**config.mk**
```make
export PLATFORM = sky130hd
export DESIGN_NAME = srl_latch
export DESIGN_NICKNAME = d
export VERILOG_FILES = /design/src/srl_latch.v
export VERILOG_INCLUDE_DIRS = /design/src
export SDC_FILE = /design/constraint.sdc
export NUM_CORES = 1
export LEC_CHECK = 0
export ABC_AREA = 1
export BUFFER_PORTS_ARGS = -buffer_cell sky130_fd_sc_hd__buf_2
export CAP_MARGIN = 15
export CORE_MARGIN = 2
export CORE_UTILIZATION = 45
export CTS_BUF_LIST = sky130_fd_sc_hd__clkbuf_4 sky130_fd_sc_hd__clkbuf_8
export CTS_CLUSTER_SIZE = 8
export DETAILED_ROUTE_END_ITERATION = 10
export GPL_ROUTABILITY_DRIVEN = 0
export HOLD_SLACK_MARGIN = 0.03
export PLACE_DENSITY_LB_ADDON = 0.05
export RECOVER_POWER = 100
export SYNTH_ARGS = -nofsm -noshare
export SYNTH_HDL_FRONTEND = slang
export SYNTH_SLANG_ARGS = --single-unit
```
**constraint.sdc**
```tcl
create_clock -name pclk -period 3.2 [get_ports pclk]
set_input_delay 0.48 -clock pclk [delete_from_list [all_inputs] [get_ports pclk]]
set_output_delay 0.48 -clock pclk [all_outputs]
set_load 0.005 [all_outputs]
```
**src/srl_defs.vh**
```
/*
 Constants for the set/reset latch source-select block: register
 offsets, field positions, reset values and timing counts.
 Assumes inclusion by bare name from the design file.
*/
`ifndef SRL_DEFS_VH
`define SRL_DEFS_VH

`define SRL_OFF_CTRL      12'h000
`define SRL_OFF_SRC       12'h004
`define SRL_OFF_STATUS    12'h008

`define SRL_CTRL_RST      8'h00
`define SRL_SRC_RST       8'h00

`define SRL_C_LEN         7
`define SRL_C_DIV_HI      6
`define SRL_C_DIV_LO      4
`define SRL_C_QEN         3
`define SRL_C_NQEN        2
`define SRL_C_PS          1
`define SRL_C_PR          0

`define SRL_S_PIN_SET     7
`define SRL_S_CLK_SET     6
`define SRL_S_C2_SET      5
`define SRL_S_C1_SET      4
`define SRL_S_PIN_RST     3
`define SRL_S_CLK_RST     2
`define SRL_S_C2_RST      1
`define SRL_S_C1_RST      0

`define SRL_PULSE_CYC     2'd2
`define SRL_DIV_BASE_LOG  4'd2

`endif

```
**src/srl_latch.v**
```verilog
/*
 Set/reset latch with selectable set and reset sources, an APB
 register slave, a divided periodic clock and software pulses.
 Assumes comparator outputs and the latch input pin are asynchronous
 to pclk; the pins are driven from flip-flops.
*/
//
// Function
// - Pin-set enable lets input pin set
// - Clock-set enable routes divided clock to Set
// - Bit 5 lets comparator 2 set
// - Bit 4 lets comparator 1 set
// - Pin-reset enable lets input pin reset
// - Clock-reset enable routes divided clock to Reset
// - Bit 1 lets comparator 2 reset
// - Bit 0 lets comparator 1 reset
// - Source enables read/write, reset to zero
// - Reset dominates when both inputs high
// - Soft pulses last two cycles, read zero
// - Divider codes select period 4 to 512
// - Output enables gate Q and inverted pins
`timescale 1ns/1ps
`default_nettype none
`include "srl_defs.vh"

module srl_latch #(
	parameter DIV_W = 9
) (
	input  wire        pclk,
	input  wire        presetn,
	input  wire        psel,
	input  wire        penable,
	input  wire        pwrite,
	input  wire [11:0] paddr,
	input  wire [31:0] pwdata,
	output wire [31:0] prdata,
	output wire        pready,
	output wire        pslverr,
	input  wire        latch_input_pin,
	input  wire        cmp1_out,
	input  wire        cmp2_out,
	output reg         srq_pin,
	output reg         srq_pin_oe,
	output reg         srnq_pin,
	output reg         srnq_pin_oe,
	output reg         latch_q
);

	reg  [7:0]       ctrl_r;
	reg  [7:0]       src_r;
	reg  [DIV_W-1:0] div_cnt_r;
	reg  [1:0]       clk_pulse_r;
	reg  [1:0]       ps_cnt_r;
	reg  [1:0]       pr_cnt_r;
	reg  [31:0]      prdata_r;
	reg              q_nxt;

	wire        wr_en;
	wire        rd_en;
	wire        addr_ok;
	wire        pin_s;
	wire        c1_s;
	wire        c2_s;
	wire        div_clk;
	wire        soft_set;
	wire        soft_rst;
	wire        set_in;
	wire        rst_in;
	wire [2:0]  div_sel;
	wire [DIV_W-1:0] div_last;
	wire        ctrl_wr;
	wire        src_wr;
	wire        ps_start;
	wire        pr_start;
	wire        div_tick;
	wire [2:0]  async_in;
	wire [2:0]  sync_out;

	function [31:0] rd_word;
		input [11:0] a;
		input [7:0]  ctrl;
		input [7:0]  src;
		input        q;
		begin
			case (a)
			`SRL_OFF_CTRL:   rd_word = {24'h00_0000, ctrl};
			`SRL_OFF_SRC:    rd_word = {24'h00_0000, src};
			`SRL_OFF_STATUS: rd_word = {31'h0000_0000, q};
			default:         rd_word = 32'h0000_0000;
			endcase
		end
	endfunction

	function is_mapped;
		input [11:0] a;
		begin
			is_mapped = (a == `SRL_OFF_CTRL) || (a == `SRL_OFF_SRC) ||
				(a == `SRL_OFF_STATUS);
		end
	endfunction

	// Single-cycle access phase; pready always high
	assign addr_ok = is_mapped(paddr);
	assign wr_en   = psel & penable & pwrite & addr_ok;
	assign rd_en   = psel & ~penable & ~pwrite;
	assign pready  = 1'b1;
	assign pslverr = psel & penable & ~addr_ok;
	assign prdata  = prdata_r;
	assign ctrl_wr = wr_en & (paddr == `SRL_OFF_CTRL);
	assign src_wr  = wr_en & (paddr == `SRL_OFF_SRC);

	// Two flops before any logic sees the asynchronous sources
	assign async_in = {latch_input_pin, cmp2_out, cmp1_out};

	genvar gi;
	generate
		for (gi = 0; gi < 3; gi = gi + 1)
		begin : g_sync
			reg meta_r;
			reg stable_r;
			always @(posedge pclk or negedge presetn)
			begin
				if (!presetn)
				begin
					meta_r   <= 1'b0;
					stable_r <= 1'b0;
				end
				else
				begin
					meta_r   <= async_in[gi];
					stable_r <= meta_r;
				end
			end
			assign sync_out[gi] = stable_r;
		end
	endgenerate

	// Idle level of every source is low, so reset gives no false set
	assign pin_s = sync_out[2];
	assign c2_s  = sync_out[1];
	assign c1_s  = sync_out[0];

	always @(posedge pclk or negedge presetn)
	begin
		if (!presetn)
		begin
			ctrl_r <= `SRL_CTRL_RST;
			src_r  <= `SRL_SRC_RST;
		end
		else if (ctrl_wr)
		begin
			// Pulse bits never stored, so they read back zero
			ctrl_r <= {pwdata[7:2], 2'b00};
		end
		else if (src_wr)
		begin
			src_r <= pwdata[7:0];
		end
	end

	// Read data registered in the setup cycle, valid in access
	always @(posedge pclk or negedge presetn)
	begin
		if (!presetn)
			prdata_r <= 32'h0000_0000;
		else if (rd_en)
		begin
			prdata_r <= rd_word(paddr, ctrl_r, src_r, latch_q);
		end
	end

	// Software pulses: two pclk cycles each
	assign ps_start = ctrl_wr & pwdata[`SRL_C_PS];
	assign pr_start = ctrl_wr & pwdata[`SRL_C_PR];

	always @(posedge pclk or negedge presetn)
	begin
		if (!presetn)
		begin
			ps_cnt_r <= 2'd0;
		end
		else if (ps_start)
		begin
			ps_cnt_r <= `SRL_PULSE_CYC;
		end
		else if (ps_cnt_r != 2'd0)
		begin
			ps_cnt_r <= ps_cnt_r - 2'd1;
		end
	end

	// A new write restarts a running pulse rather than queueing it
	always @(posedge pclk or negedge presetn)
	begin
		if (!presetn)
		begin
			pr_cnt_r <= 2'd0;
		end
		else if (pr_start)
		begin
			pr_cnt_r <= `SRL_PULSE_CYC;
		end
		else if (pr_cnt_r != 2'd0)
		begin
			pr_cnt_r <= pr_cnt_r - 2'd1;
		end
	end
	assign soft_set = (ps_cnt_r != 2'd0);
	assign soft_rst = (pr_cnt_r != 2'd0);

	// Divided clock: 2-cycle pulse every 4 << code cycles.
	// Changing the code mid-count may give one odd period.
	assign div_sel  = ctrl_r[`SRL_C_DIV_HI:`SRL_C_DIV_LO];
	assign div_last = ({{(DIV_W-1){1'b0}}, 1'b1}
		<< (div_sel + `SRL_DIV_BASE_LOG)) - {{(DIV_W-1){1'b0}}, 1'b1};

	always @(posedge pclk or negedge presetn)
	begin
		if (!presetn)
		begin
			div_cnt_r   <= {DIV_W{1'b0}};
			clk_pulse_r <= 2'b00;
		end
		else
		begin
			if (div_tick)
			begin
				div_cnt_r <= {DIV_W{1'b0}};
			end
			else
			begin
				div_cnt_r <= div_cnt_r + {{(DIV_W-1){1'b0}}, 1'b1};
			end
			clk_pulse_r <= {clk_pulse_r[0], div_tick};
		end
	end
	// Compare with >= so a code lowered mid-count wraps at once
	assign div_tick = (div_cnt_r >= div_last);
	assign div_clk = |clk_pulse_r;

	assign set_in = (src_r[`SRL_S_PIN_SET] & pin_s)
		| (src_r[`SRL_S_CLK_SET] & div_clk)
		| (src_r[`SRL_S_C2_SET] & c2_s)
		| (src_r[`SRL_S_C1_SET] & c1_s)
		| soft_set;
	assign rst_in = (src_r[`SRL_S_PIN_RST] & pin_s)
		| (src_r[`SRL_S_CLK_RST] & div_clk)
		| (src_r[`SRL_S_C2_RST] & c2_s)
		| (src_r[`SRL_S_C1_RST] & c1_s)
		| soft_rst;

	always @*
	begin
		if (!ctrl_r[`SRL_C_LEN])
			q_nxt = latch_q;
		else if (rst_in)
			q_nxt = 1'b0;
		else if (set_in)
			q_nxt = 1'b1;
		else
			q_nxt = latch_q;
	end

	// Latch sampled on pclk so it has a defined reset value
	always @(posedge pclk or negedge presetn)
	begin
		if (!presetn)
		begin
			latch_q <= 1'b0;
		end
		else
		begin
			latch_q <= q_nxt;
		end
	end

	// Pin data follows Q even while its driver is off
	always @(posedge pclk or negedge presetn)
	begin
		if (!presetn)
		begin
			srq_pin    <= 1'b0;
			srq_pin_oe <= 1'b0;
		end
		else
		begin
			srq_pin    <= q_nxt;
			srq_pin_oe <= ctrl_r[`SRL_C_QEN];
		end
	end

	// Inverted pin enabled independently of the true pin
	always @(posedge pclk or negedge presetn)
	begin
		if (!presetn)
		begin
			srnq_pin    <= 1'b0;
			srnq_pin_oe <= 1'b0;
		end
		else
		begin
			srnq_pin    <= ~q_nxt;
			srnq_pin_oe <= ctrl_r[`SRL_C_NQEN];
		end
	end

endmodule
`default_nettype wire

```
==> impl_metrics.yaml <==
sta:
  rsz0062_at_grt: "no"
  finalHoldViolCount: 0
  drv_slew: 35
  setup_violations: 0
  fin_crit_ps: 2790
  fmax_ghz: 0.358
  worst_slew_margin_rel: -0.230
  setup_ws_ps: 410
  fin_setup_tns_ps: 0
  tightestPinTransition_ps: 1850
  period_share: 0.872
  skew_ps: 9.96
logic_synthesis:
  synth.avg_cell_area_sq_um: 8.83
  synth_area_sq_mm: 0.00281
  synth-edff-count: 0
  yosysSeqAreaShare: 0.419
  synth_seq_cells: 47
  syn_inst: 318
  ys_types: 29
  async_reset_ff_frac: 1.00
  synth_commonest_cells: "77 x nand2_1, 47 x dfrtp_1, 36 x inv_1"
  ys.flop_type: "dfrtp_1"
  yosysMostFrequentCell: "nand2_1"
  synth_area_leaders: "dfrtp_1 42%, nand2_1 10%, ha_1 8.5%"
  synth_top_area_share: 0.419
  synth_warnings: 0
  yosysTopAreaCell: "dfrtp_1"
worst_setup_path:
  critPathMaxStageDelay_ps: 430
  crit_path_end_kind: "flip-flop"
  crit_buf_inv: 2
  crit_family: "adder cells"
  critical_path_class: "flip-flop to flip-flop"
  worstPathRequired_ps: 3430
  cp.arrival_ps: 3020
  slowest_stage: "dfrtp_1"
  crit_path_start_kind: "flip-flop"
  crit_fanout: 10
  path_cells: "inv_1 > ha_1 > inv_1 > nand4_1 > ha_1 > o21ai_0 > xnor2_1 > ha_1 > nand2_1 > a21oi_1 > nor2_1 > nand4_4 > nor2_1"
  crit_top_cell: "ha_1"
global_route:
  grt_overflow: 0
  grt_pass1_vias: 1887
  grt_start_max_net_pins: 48
  grt_antenna_before_repair: 0
  track_usage: 0.161
  grt_pass1_wl_microns: 9110
placed_design:
  place_ws_ps: 415
  port_buffers: 41
  place_hpwl_microns: 3920
drt:
  vias_per_cell: 4.52
  first_iter_violations: 112
  wl_per_cell_microns: 11.7
  ant_nets: 0
  first_pass_iters: 4
  vias: 1981
  drc: 0
  routed_wl_microns: 5120
status:
  violations: "capacitance limit, slew limit"
  outcome: "finished with violations"
clock_network:
  clk_latency_ps: 300
  cts_made_buffers: 5
  post_cts_buffers: 0
  clock-sinks: 47
  postCtsHoldBufs: 0
  cts_tree: "done"
  cts.reportedPaths.clkPinSlew_ps: 90
  cts_resized: 0
  htree_levels: 2
  clock_path_buffers: 2
  cts_root_buffer: "clkbuf_8"
flow_run:
  cap_violations: 1
final_layout:
  drive_gt1_frac: 0.157
  nNetsFinal: 433
  syn_to_final_growth_pct: 6.51
  n_antenna_cell: 0
floorplan:
  coreArea_sq_mm: 0.00599
  die_area_sq_mm: 0.00689
  ios: 91
  die_w_microns: 83.0
  rows: 28
  die_y_microns: 83.0
  start_util: 0.469
hold_path:
  hold_class: "primary input to async pin"
power_and_ir_drop:
  peakVddDrop_mv: 0.330
  power_density_mw_per_mm2: 434
  power.leakage_nw: 1.63
cell type report:
type,count,area (sq um)
Fill cell,612,3000
Multi-Input combinational cell,228,1260
Sequential cell,47,1180
Timing Repair Buffer,43,210
Inverter,37,139
Tap cell,75,93.8
Clock buffer,5,68.8
Clock inverter,3,46.3
cell families after synthesis:
kind of cell,count (synthesis),share of synthesized area
simple gates,145,0.255
buf+inv,66,0.131
xor+xnor,12,0.0374
flops,47,0.419
fa+ha+maj,19,0.0847
other cells,2,0.00267
compound gates,27,0.0704
final timing paths:
| kind | start | slack [ps] | endpoint | cells past startpoint |
|---|---|---|---|---|
| max in group asynchronous | presetn | 840 | ctrl_r[6]$_DFFE_PN0P_ | 2 |
| min | presetn | 200 | div_cnt_r[2]$_DFF_PN0_ | 1 |
| max reg2reg | ctrl_r[6]$_DFFE_PN0P_ | 410 | div_cnt_r[0]$_DFF_PN0_ | 13 |
| max | ctrl_r[6]$_DFFE_PN0P_ | 410 | div_cnt_r[0]$_DFF_PN0_ | 13 |
| min reg2reg | g_sync[1].meta_r$_DFF_PN0_ | 360 | c2_s$_DFF_PN0_ | 0 |
| min in group pclk | cmp2_out | 280 | g_sync[1].meta_r$_DFF_PN0_ | 1 |
state kept, by name (all words and copies together) (netlist names):
| name | flops |
|---|---|
| ps_cnt_r | 2 |
| g_sync.stable_r | 1 |
| g_sync.meta_r | 3 |
| srnq_pin_oe | 1 |
| div_cnt_r | 9 |
| srq_pin_oe | 1 |
| c1_s | 1 |
| pr_cnt_r | 2 |
| prdata | 8 |
| srnq_pin | 1 |
| src_r | 8 |
| ctrl_r | 6 |
| c2_s | 1 |
| clk_pulse_r | 2 |
| srq_pin | 1 |
placed cells by master, fill, tap and decap left out, types with 2 or more instances in the layout:
master     n
ha_1      19
o21a_1     3
nor2_1    26
xor2_1     6
xnor2_1    6
nand4_1    6
o21ai_2    2
buf_2     36
dfrtp_1   47
conb_1    25
clkbuf_1   6
o21ai_0   16
nor2_4     2
clkbuf_8   5
a21oi_1    5
nand2_1   77
nand3_1   24
inv_1     36
nand2_2    2
layer usage:
metal	up-vias	wire [microns]	global-route usage
met5	-	0	0
met4	0	43	0.0402
met3	5	221	0.0348
met2	52	2070	0.240
met1	878	2780	0.239
li1	1046	-	-
where the power goes:
part	total (mW)	internal (mW)	switching [mW]
Sequential	0.644	0.627	0.0171
Clock	0.448	0.235	0.213
Combinational	0.205	0.0878	0.117
Total	1.30	0.951	0.347
through the flow:
stage	hold slack, ps	area, sq um	utilization	std cells	power (mW)
detailed placement	336	2970	0.496	429	0.872
global placement	335	2970	0.496	429	0.858
global route	258	2990	0.499	438	1.39
finish	201	2990	0.499	438	1.30
floorplan	184	2890	-	341	0.828
CTS	265	3090	0.515	437	1.33
(Power assumes the default switching activity.)
